**src/wdt_defs.svh**
```systemverilog
// Watchdog constants: register offsets, field positions, timing counts.
// Assumes a 20 MHz pclk and a 128 kHz watchdog tick derived from it.
// Contract
// Counter advances on 128 kHz oscillator ticks
// Expiry gives interrupt or reset per mode
// Restart clears counter; software restarts in time
// Time-out selectable from 16 ms to 8 s
// Interrupt mode raises wake-capable interrupt request
// Reset mode expiry resets the system
// Combined mode: interrupt first, then reset
// Reset pulse lasts exactly one clock
// Start-up delay starts at pulse falling edge
// Fuse forces reset enable 1, irq 0
// Unlock writes change and reset enable together
// Changes accepted only within four-cycle window; the code takes a reset enable set and any interrupt enable write at any time
// Watchdog stays enabled after its own reset
// Software clears cause flag and enable at init
// Change unlock self-clears after four cycles
// Cause flag holds reset enable at one
// Period code 0..9 selects 2048 doubling cycles
// Software restarts before shortening the period
// Restarts, changes and expiries never lost
`ifndef WDT_DEFS_SVH
`define WDT_DEFS_SVH

`define WDT_CTRL_OFF   8'h00
`define WDT_STAT_OFF   8'h04
`define WDT_MASK_OFF   8'h08
`define WDT_RSTRT_OFF  8'h0C
`define WDT_CAUSE_OFF  8'h10

`define WDT_F_PER      3:0
`define WDT_B_RE       4
`define WDT_B_IE       5
`define WDT_B_UNL      6
`define WDT_B_IFL      7
`define WDT_S_IRQ      0
`define WDT_S_RST      1

`define WDT_PER_RST    4'h0
`define WDT_MASK_RST   2'h0
`define WDT_UNL_CNT    2'h3
`define WDT_PER_MAX    4'h9

`define WDT_CLK_KHZ    20000
`define WDT_OSC_KHZ    128
`define WDT_TICK_DIV   (`WDT_CLK_KHZ / `WDT_OSC_KHZ)
`define WDT_TOUT_MIN_MS 16
`define WDT_BASE_TICKS (`WDT_TOUT_MIN_MS * `WDT_OSC_KHZ)

`endif

```
**src/wdt_pkg.sv**
```systemverilog
// Watchdog types shared by the controller.
// Assumes nothing of its surroundings.
package wdt_pkg;
    typedef enum logic [1:0] {
        WDT_MODE_STOP,
        WDT_MODE_IRQ,
        WDT_MODE_RST,
        WDT_MODE_BOTH
    } wdt_mode_type;
endpackage

```
**src/wdt_cnt_if.sv**
```systemverilog
// Link between watchdog controller and its tick counter.
// Assumes both ends run on pclk.
`timescale 1ns/10ps
interface wdt_cnt_if;
    logic        run;
    logic        restart;
    logic [3:0]  period;
    logic        expire;
    logic [20:0] count;
    modport counter (input run, restart, period, output expire, count);
    modport ctrl (input expire, count, output run, restart, period);
endinterface

```
**src/wdt_top.sv**
```systemverilog
// Watchdog controller with APB registers, modes and timed unlock.
// Assumes APB3 master on pclk; fuse and core strobes synchronous.
//
// The address map and the APB interface to the registers were chosen for this implementation.
`timescale 1ns/10ps
`include "wdt_defs.svh"
module wdt_top
    import wdt_pkg::*;
#(
    parameter int TICK_DIV   = `WDT_TICK_DIV,
    parameter int BASE_TICKS = `WDT_BASE_TICKS
) (
    input  wire logic        pclk,
    input  wire logic        presetn,
    input  wire logic        psel,
    input  wire logic        penable,
    input  wire logic        pwrite,
    input  wire logic [7:0]  paddr,
    input  wire logic [31:0] pwdata,
    output logic      [31:0] prdata,
    output logic             pready,
    output logic             pslverr,
    input  wire logic        watchdog_always_on_fuse,
    input  wire logic        restart_req,
    input  wire logic        irq_ack,
    output logic             irq,
    output logic             wdt_reset_pulse,
    output logic             startup_delay_start
);
    logic [3:0]   period_r;
    logic [3:0]   per_nxt;
    logic         re_r;
    logic         re_nxt;
    logic         ie_r;
    logic         ie_nxt;
    logic         unlock_r;
    logic [1:0]   unl_cnt_r;
    logic         iflag_r;
    logic [1:0]   status_r;
    logic [1:0]   mask_r;
    logic         cause_r;
    logic         pulse_r;
    logic         start_r;
    logic [31:0]  prdata_r;
    logic [31:0]  rd_mux;
    logic         do_irq;
    logic         do_rst;
    wdt_mode_type mode;

    wdt_cnt_if cif ();

    wdt_counter #(
        .TICK_DIV   (TICK_DIV),
        .BASE_TICKS (BASE_TICKS)
    ) u_cnt (
        .pclk    (pclk),
        .presetn (presetn),
        .cnt     (cif.counter)
    );

    // Bus decode
    wire logic fuse      = watchdog_always_on_fuse;
    wire logic setup     = psel & ~penable;
    wire logic acc       = psel & penable;
    wire logic wr        = acc & pwrite;
    wire logic rd        = acc & ~pwrite;
    wire logic sel_ctrl  = (paddr == `WDT_CTRL_OFF);
    wire logic sel_stat  = (paddr == `WDT_STAT_OFF);
    wire logic sel_mask  = (paddr == `WDT_MASK_OFF);
    wire logic sel_rstrt = (paddr == `WDT_RSTRT_OFF);
    wire logic sel_cause = (paddr == `WDT_CAUSE_OFF);
    wire logic hit       = sel_ctrl | sel_stat | sel_mask | sel_rstrt
                         | sel_cause;
    wire logic wr_ctrl   = wr & sel_ctrl;
    wire logic wr_mask   = wr & sel_mask;
    wire logic wr_rstrt  = wr & sel_rstrt;
    wire logic wr_cause  = wr & sel_cause;
    wire logic rd_stat   = rd & sel_stat;

    // Timed unlock: open needs unlock and reset enable together
    wire logic open_win  = wr_ctrl & pwdata[`WDT_B_UNL]
                         & pwdata[`WDT_B_RE];
    wire logic in_win    = wr_ctrl & unlock_r
                         & ~pwdata[`WDT_B_UNL];

    // Effective enables after fuse and cause flag
    wire logic re_eff    = fuse | re_r | cause_r;
    wire logic ie_eff    = ie_r & ~fuse;

    assign cif.run     = (mode != WDT_MODE_STOP);
    assign cif.restart = restart_req | wr_rstrt;
    assign cif.period  = period_r;

    always_comb begin
        if (fuse) begin
            mode = WDT_MODE_RST;
        end else begin
            case ({re_eff, ie_eff})
                2'h1:    mode = WDT_MODE_IRQ;
                2'h2:    mode = WDT_MODE_RST;
                2'h3:    mode = WDT_MODE_BOTH;
                default: mode = WDT_MODE_STOP;
            endcase
        end
    end

    // Expiry action by mode
    always_comb begin
        do_irq = 1'h0;
        do_rst = 1'h0;
        case (mode)
            WDT_MODE_IRQ: begin
                do_irq = cif.expire;
            end
            WDT_MODE_RST: begin
                do_rst = cif.expire;
            end
            WDT_MODE_BOTH: begin
                do_irq = cif.expire & ~iflag_r;
                do_rst = cif.expire & iflag_r;
            end
            default: begin
                do_irq = 1'h0;
            end
        endcase
    end

    // Control field updates
    always_comb begin
        re_nxt  = re_r;
        ie_nxt  = ie_r;
        per_nxt = period_r;
        if (open_win) begin
            re_nxt = 1'h1;
            ie_nxt = pwdata[`WDT_B_IE];
        end else if (in_win) begin
            re_nxt  = pwdata[`WDT_B_RE];
            ie_nxt  = pwdata[`WDT_B_IE];
            per_nxt = pwdata[`WDT_F_PER];
        end else if (wr_ctrl) begin
            re_nxt = re_r | pwdata[`WDT_B_RE];
            ie_nxt = pwdata[`WDT_B_IE];
        end
        if (irq_ack && re_eff) begin
            ie_nxt = 1'h0;
        end
        if (cause_r) begin
            re_nxt = 1'h1;
        end
    end

    always_ff @(posedge pclk or negedge presetn) begin
        if (!presetn) begin
            period_r <= `WDT_PER_RST;
            re_r     <= 1'h0;
            ie_r     <= 1'h0;
        end else begin
            period_r <= per_nxt;
            re_r     <= re_nxt;
            ie_r     <= ie_nxt;
        end
    end

    // Unlock window of four cycles
    always_ff @(posedge pclk or negedge presetn) begin
        if (!presetn) begin
            unlock_r  <= 1'h0;
            unl_cnt_r <= 2'h0;
        end else if (open_win) begin
            unlock_r  <= 1'h1;
            unl_cnt_r <= `WDT_UNL_CNT;
        end else if (unlock_r) begin
            unlock_r  <= ~(in_win | (unl_cnt_r == 2'h0));
            unl_cnt_r <= unl_cnt_r - 2'h1;
        end
    end

    // Sticky flags; a set wins over a clear
    wire logic       ifl_clr  = irq_ack | (wr_ctrl & pwdata[`WDT_B_IFL]);
    wire logic [1:0] stat_clr = rd_stat ? prdata_r[1:0] : 2'h0;
    wire logic       cau_clr  = wr_cause & ~pwdata[0];

    always_ff @(posedge pclk or negedge presetn) begin
        if (!presetn) begin
            iflag_r  <= 1'h0;
            status_r <= 2'h0;
            mask_r   <= `WDT_MASK_RST;
            cause_r  <= 1'h0;
        end else begin
            iflag_r  <= (iflag_r & ~ifl_clr) | do_irq;
            status_r <= (status_r & ~stat_clr) | {do_rst, do_irq};
            mask_r   <= wr_mask ? pwdata[1:0] : mask_r;
            cause_r  <= (cause_r & ~cau_clr) | do_rst;
        end
    end

    // Reset pulse and start of the start-up delay
    always_ff @(posedge pclk or negedge presetn) begin
        if (!presetn) begin
            pulse_r <= 1'h0;
            start_r <= 1'h0;
        end else begin
            pulse_r <= do_rst & ~pulse_r;
            start_r <= pulse_r;
        end
    end

    // Read data captured in setup phase
    assign rd_mux = sel_ctrl  ? {24'h0, iflag_r, unlock_r, ie_eff,
                                 re_eff, period_r} :
                    sel_stat  ? {30'h0, status_r} :
                    sel_mask  ? {30'h0, mask_r} :
                    sel_cause ? {31'h0, cause_r} : 32'h0;

    always_ff @(posedge pclk or negedge presetn) begin
        if (!presetn) begin
            prdata_r <= 32'h0;
        end else if (setup) begin
            prdata_r <= rd_mux;
        end
    end

    assign prdata              = prdata_r;
    assign pready              = 1'h1;
    assign pslverr             = acc & ~hit;
    assign irq                 = |(status_r & mask_r);
    assign wdt_reset_pulse     = pulse_r;
    assign startup_delay_start = start_r;
endmodule

```
**src/wdt_counter.sv**
```systemverilog
// Watchdog tick divider and time-out counter.
// Assumes a single pclk domain; the tick is an enable pulse.
`timescale 1ns/10ps
`include "wdt_defs.svh"
module wdt_counter #(
    parameter int TICK_DIV   = `WDT_TICK_DIV,
    parameter int BASE_TICKS = `WDT_BASE_TICKS
) (
    input  wire logic  pclk,
    input  wire logic  presetn,
    wdt_cnt_if.counter cnt
);
    logic [15:0] div_r;
    logic [20:0] cnt_r;

    wire logic        tick  = (div_r == 16'(TICK_DIV - 1));
    wire logic [3:0]  per_c = (cnt.period > `WDT_PER_MAX) ?
                              `WDT_PER_MAX : cnt.period;
    wire logic [20:0] limit = 21'(BASE_TICKS) << per_c;
    // Reaching or passing the limit; a shortened period expires on the next tick
    wire logic        hit   = tick & (cnt_r >= limit - 21'h1);

    // Oscillator tick from divider
    always_ff @(posedge pclk or negedge presetn) begin
        if (!presetn) begin
            div_r <= 16'h0;
        end else begin
            div_r <= tick ? 16'h0 : div_r + 16'h1;
        end
    end

    // Restart wins over a coincident tick or expiry
    always_ff @(posedge pclk or negedge presetn) begin
        if (!presetn) begin
            cnt_r <= 21'h0;
        end else if (cnt.restart || !cnt.run || hit) begin
            cnt_r <= 21'h0;
        end else if (tick) begin
            cnt_r <= cnt_r + 21'h1;
        end
    end

    assign cnt.expire = hit & cnt.run & ~cnt.restart;
    assign cnt.count  = cnt_r;
endmodule

```
**config.mk**
```make
export PLATFORM = sky130hd
export DESIGN_NAME = wdt_top
export DESIGN_NICKNAME = d
export VERILOG_FILES = /design/src/wdt_pkg.sv /design/src/wdt_cnt_if.sv /design/src/wdt_top.sv /design/src/wdt_counter.sv
export VERILOG_INCLUDE_DIRS = /design/src
export SDC_FILE = /design/constraint.sdc
export NUM_CORES = 1
export LEC_CHECK = 0
export BUFFER_PORTS_ARGS = -buffer_cell sky130_fd_sc_hd__buf_2
export CAP_MARGIN = 10
export CORE_UTILIZATION = 55
export CTS_BUF_LIST = sky130_fd_sc_hd__clkbuf_2 sky130_fd_sc_hd__clkbuf_4 sky130_fd_sc_hd__clkbuf_8
export CTS_CLUSTER_DIAMETER = 200
export DETAILED_ROUTE_END_ITERATION = 10
export MAX_ROUTING_LAYER = met4
export PLACE_DENSITY = 0.78
export SYNTH_ARGS = -nofsm -noshare
export SYNTH_HDL_FRONTEND = slang
export SYNTH_HIERARCHICAL = 1
export SYNTH_SLANG_ARGS = --single-unit
```
**constraint.sdc**
```tcl
create_clock -name pclk -period 3.7 [get_ports pclk]
set_input_delay 0.185 -clock pclk [delete_from_list [all_inputs] [get_ports pclk]]
set_output_delay 0.185 -clock pclk [all_outputs]
set_load 0.02 [all_outputs]
```
* After elaboration in Yosys (flattened, before gate mapping)
Index checks and enable logic that the tools add are counted.
** Operators by class
- Add/sub/neg operators :: 4
- Order comparisons :: 2
- Equal/unequal tests :: 11
- Shifts and indexed selects :: 1
- Muxes and demuxes :: 25
- Bitwise gates (word level) :: 54
- Reductions and logical operators :: 13
** Operator list (number)
- $mux 21 :: 2
- $and 1x1->1 :: 25
- $add 21x1->21 const B :: 1
- $ge 21x21->1 :: 1
- $shl 12x4->21 const A :: 1
- $sub 21x1->21 const B :: 1
- $add 16x1->16 const B :: 1
- $eq 16x8->1 const B :: 1
- $eq 8x4->1 const B :: 2
- $mux 16 :: 1
- $not 1->1 :: 13
- $mux 2 :: 6
- $or 1x1->1 :: 12
- $mux 1 :: 11
- $eq 2x2->1 const B :: 4
- $eq 8x3->1 const B :: 1
- $eq 8x5->1 const B :: 1
- $logic_not 8->1 :: 1
- $mux 8 :: 1
- $reduce_bool 4->1 :: 2
- $pmux 2 s3 :: 1
- $reduce_bool 2->1 :: 3
- $and 2x2->2 :: 2
- $eq 2x1->1 const B :: 2
- other kinds (12) :: 14
** Storage, ports and cells
- Bits in registers :: 86
- Input port bits :: 48
- Word-level logic and storage cells :: 124

* Longest topological paths before layout
- Depth after elaboration :: 11
- Mapped depth :: 14
- Gate-level depth less buffers :: 14

* By module
Netlist, hierarchy kept.
** By module, submodules not included
- wdt_counter :: times used 1, cells an instance 233, area each 2299.7 sq um, sequential area each 925.9 sq um
- wdt_top :: times used 1, cells an instance 143, area each 1526.5 sq um, sequential area each 625.6 sq um

* Worst setup path after synthesis
Ideal clock, no wire load.
- Path type :: reg-to-reg
- Start :: reg period_r[2], in the netlist cif.period[2]
- End :: reg cause_r
- Data arrival time :: 2.840 ns
- Required time :: 3.553 ns
- Path slack :: 0.713 ns
- Stages on the path, launching flop included :: 15
- Buffers on the path :: 0
- Period minus slack after synthesis :: 2.987 ns
- Path through :: dfrtp_1 > nor2_1 > nand3b_1 > ha_1 > nor3_1 > a21o_1 > a32oi_1 > ha_1 > a21o_1 > a21o_1 > a2111oi_4 > a21oi_4 > nor2b_1 > o311ai_0 > o21ai_1
** Between the ends
- Cells in the longest elaborated chain, start to end :: 11
** RTL lines
- start: declaration :: RTL line wdt_top.sv:30 : logic [3:0] period_r;
- start signal: assignment :: RTL line wdt_top.sv:154 : period_r <= `WDT_PER_RST;
- start signal: assignment :: RTL line wdt_top.sv:158 : period_r <= per_nxt;
- $gt 4x4->1 (no line)
- $mux 4 (*) :: RTL line wdt_counter.sv:17 : wire logic [3:0] per_c = (cnt.period > `WDT_PER_MAX) ?
- $shl 12x4->21 (*) :: RTL line wdt_counter.sv:19 : wire logic [20:0] limit = 21'(BASE_TICKS) << per_c;
- $sub 21x1->21 (*) :: RTL line wdt_counter.sv:21 : wire logic hit = tick & (cnt_r >= limit - 21'h1);
- $ge 21x21->1 (*) :: RTL line wdt_counter.sv:21
- $and 1x1->1 (*) :: RTL line wdt_counter.sv:21
- $and 1x1->1 (*) (2 in series) :: RTL line wdt_counter.sv:43 : assign cnt.expire = hit & cnt.run & ~cnt.restart;
- via cif.expire :: RTL line wdt_cnt_if.sv:8 : logic expire;
- $and 1x1->1 :: RTL line wdt_top.sv:120 : do_rst = cif.expire & iflag_r;
- $pmux 1 s2 (*) :: RTL line wdt_top.sv:111 : case (mode)
- $or 1x1->1 (*) :: RTL line wdt_top.sv:193 : cause_r <= (cause_r & ~cau_clr) | do_rst;
- end signal: assignment :: RTL line wdt_top.sv:193
- end: declaration :: RTL line wdt_top.sv:41 : logic cause_r;
Mark *: on every way through the listed nets, which the timed path passes. The rest lies on a longest branch.
A chain may end at the register's enable or synchronous reset.

* Worst setup path after layout
- Start :: reg period_r[2], in the netlist cif.period[2]
- End :: reg status_r[1]
** Between the ends
- Cells in the longest elaborated chain, start to end :: 11
** RTL lines
- $gt 4x4->1 (no line)
- $mux 4 (*) :: RTL line wdt_counter.sv:17
- $shl 12x4->21 (*) :: RTL line wdt_counter.sv:19
- $sub 21x1->21 (*) :: RTL line wdt_counter.sv:21
- $ge 21x21->1 (*) :: RTL line wdt_counter.sv:21
- $and 1x1->1 (*) :: RTL line wdt_counter.sv:21
- $and 1x1->1 (*) (2 in series) :: RTL line wdt_counter.sv:43
- via cif.expire :: RTL line wdt_cnt_if.sv:8
- $and 1x1->1 :: RTL line wdt_top.sv:120
- $pmux 1 s2 (*) :: RTL line wdt_top.sv:111
- $or 2x2->2 (*) :: RTL line wdt_top.sv:191 : status_r <= (status_r & ~stat_clr) | {do_rst, do_irq};
- end signal: assignment :: RTL line wdt_top.sv:191
- end: declaration :: RTL line wdt_top.sv:39 : logic [1:0] status_r;
Marks and branches as above.

==> run_results.csv <==
group,metric,value,unit
clocking,ctsResizeCount,0,
global_routing,grt_pass1_vias,2733,
clocking,cts_root_buffer,"clkbuf_8",
clocking,insertion_delay,350,ps
sta,fin_tns_setup,0,ps
global_routing,grtUsageMet2,0.353,
global_routing,grt_pass1_wl,13100,um
clocking,clock_sinks,62,
run_status,status,"complete, no violations",
sta,fin_crit_sh,0.905,
detailed_routing,drtIter0Drc,239,
power,total_power,1430,uW
synth,synth_area_leaders,"dfrtp_1 (41%), xnor2_1 (6.2%), buf_4 (4.9%)",
critical_path,worstSetupPathType,"flop to flop",
critical_path,worst-r2r-setup-slack,350,ps
critical_path,slowest_stage,"a2111oi_4",
critical_path,slowest_delay,500,ps
global_routing,busiest_layer,"met2",
power,power_density,346,mW/mm2
critical_path,cp.arrival,3540,ps
sta,whs,60.6,ps
synth,ys_ff_latch,62,
critical_path,crit_chain,"nor2_1 > nand3b_1 > ha_1 > nor3_1 > a21o_1 > a32oi_1 > ha_1 > a21o_1 > a21o_1 > a2111oi_4 > a21oi_4 > nor2b_1 > o311ai_0 > o21ai_1",
floorplan,die_area,0.00729,mm2
global_routing,use_met3,0.0700,
critical_path,crit_path_end_kind,"flop",
global_routing,overflow,0,
critical_path,cp_common_cell,"a21o_1",
detailed_routing,viasPerCell,5.76,
layout,fillers,544,
layout,seq_area,0.00155,mm2
layout,antenna_cells,0,
sta,slew_headroom,0.427,
synth,syn-cell-area,0.00383,mm2
sta,rsz0062_at_grt,"false",
detailed_routing,avgRoutedWirePerCell,15.7,um
global_routing,grt_max_degree,37,
floorplan,initial_core_util,0.566,
floorplan,die_y,85.4,um
critical_path,cp.required,3890,ps
placed_design,post_dp_cell_area,0.00391,mm2
run,maxCapViolCount,0,
sta,tightest_slew,848,ps
placed_design,place_hpwl,5330,um
clocking,cts_made_buffers,9,
critical_path,crit_path_max_fanout,8,
clocking,cts_tree,"built",
placed_design,gp_routability_congestion,0.791,
layout,final_nets,470,
synth,seq_area_frac_synth,0.405,
min_path,holdCritPathClass,"input pin to flop",
global_routing,antenna_found_initial,0,
clocking,clk_pin_slew_worst_paths,70,ps
detailed_routing,routed_wl,7740,um
floorplan,core,0.00676,mm2
synth,ys_warn_count,6,
clocking,clk_path_buf_depth,2,
sta,setup_viol,0,
sta,layout_setup_ws,352,ps
layout,multiInputGateArea,0.00202,mm2
synth,synth_top_area_share,0.405,
floorplan,die_w,85.4,um
floorplan,ios,85,
sta,skew,10.3,ps
layout,design_area,0.00413,mm2
detailed_routing,firstDrtPassIters,4,
sta,hold_violations,0,
synth,synth_cell_types,67,
synth,synthCells,376,
critical_path,start_kind,"flop",
power,power_leakage,0.00183,uW
power,irDropWorstVdd,0.000162,V
synth,synth_ff_type,"dfrtp_1",
synth,async_flop_share,1.00,
placed_design,place_ws,345,ps
sta,final_max_slew_viol_count,0,
floorplan,rows,30,
detailed_routing,antenna_left,0,
global_routing,use_met1,0.316,
clocking,cts_setup_buffers,0,
synth,synth_edf_count,0,
global_routing,grt_use_total,0.238,
layout,areaGrowthSynthToFinish,7.82,%
sta,max_freq,0.299,GHz
detailed_routing,drc,0,
layout,final_layout_size_suffix_gt1_frac,0.199,
synth,yosys.area.top_type,"dfrtp_1",
clocking,h-tree-depth,3,
placed_design,io_buffers,35,
sta,min_period,3350,ps
detailed_routing,vias,2842,
synth,avgSynthCellArea,10.2,um2
==> cells in the mapped netlist, drive strengths merged, types with 8 or more instances <==
cell and instances:
nor3 34, nor4 17, nand3 14, xnor2 27
dfrtp 62, ha 14, nand2 23, nand4 12
buf 32, nor2 13, inv 11, o21ai 8
==> metrics by stage <==
stage | utilization | cells
finish | 0.611 | 493
global route | 0.611 | 493
CTS | 0.611 | 493
detailed placement | 0.578 | 476
global placement | 0.578 | 476
floorplan | - | 399
==> layer usage <==
metal / wire [um] / vias to the layer above
met1: 3600 / 1363
li1: - / 1383
met4: 95 / 0
met2: 3660 / 86
met3: 382 / 10
met5: 0 / -
==> worst paths after layout <==
kind,start,to,depth (start not counted)
worst max-delay path,cif.period[2],status_r[1],14
worst min-delay path,pwdata[1],mask_r[1],2
worst max register to register,cif.period[2],status_r[1],14
worst min register to register,wdt_reset_pulse,startup_delay_start,0
max in group asynchronous,presetn,u_cnt/cnt.count[4],3
min in group asynchronous,presetn,u_cnt/div_r[11],2
==> flip-flops by register name (all words and copies together) (netlist names) <==
name and cells:
re_r 1, unlock_r 1, wdt_reset_pulse 1, status_r 2, u_cnt/cnt.count 21, unl_cnt_r 2, cif.period 4, startup_delay_start 1
ie_r 1, u_cnt/div_r 16, cause_r 1, prdata 8, mask_r 2, iflag_r 1
==> area by class of cell <==
cell class                      instances  share of cell area
Multi-Input combinational cell        286               0.490
Sequential cell                        62               0.376
Timing Repair Buffer                   38              0.0485
Clock buffer                           11              0.0367
Tap cell                               80              0.0243
Clock inverter                          5              0.0140
Inverter                               11              0.0100
==> logic make-up (layout without fill, tap and decap cells) <==
group / after synthesis / after routing / synth area share
AOI/OAI and AO/OA: 46 / 46 / 0.0975
DFF: 62 / 62 / 0.405
buffers and inverters: 51 / 65 / 0.0883
other: 3 / 26 / 0.00294
xor gates and xnor gates: 34 / 34 / 0.0778
muxes: 8 / 8 / 0.0268
adders and majority gates: 14 / 14 / 0.0458
and+or+nand+nor: 158 / 158 / 0.255
==> power by group <==
group | leakage (uW) | switching (uW) | total (uW) | internal (uW)
clock network | 0.0000976 | 272 | 618 | 346
registers | 0.000827 | 8.76 | 697 | 689
logic | 0.000903 | 80.7 | 113 | 32.0
total | 0.00183 | 362 | 1430 | 1070
==> worst max-delay path: cells and delay by family, from the launching register on <==
kind | cells | cell delay (ps)
adders and majority gates | 2 | 470
DFF | 1 | 470
and+or+nand+nor | 4 | 680
AOI/OAI and AO/OA | 8 | 1550
==> layout by cell type (no fill, tap or decap), types with 4 or more instances in the layout <==
master and n:
dfrtp_1 62, o21ai_1 5, mux2_4 4, xor2_1 7, conb_1 26, inv_1 11
nand2_1 22, nand4_1 12, nand2b_1 5, a21oi_1 6, nand3_1 13, ha_1 14
and3_1 5, nor2b_1 4, nor3_1 34, nor4_1 12, a22o_1 7, xnor2_1 27
clkbuf_8 11, nor2_1 13, buf_2 35
==> what timing repair did <==
action / CTS / global route
hold buffers: 1 / 0
hold endpoints to repair: 35 / 0
endpoints found under the setup margin: 0 / 1
Power figures use the tool's default switching activity.
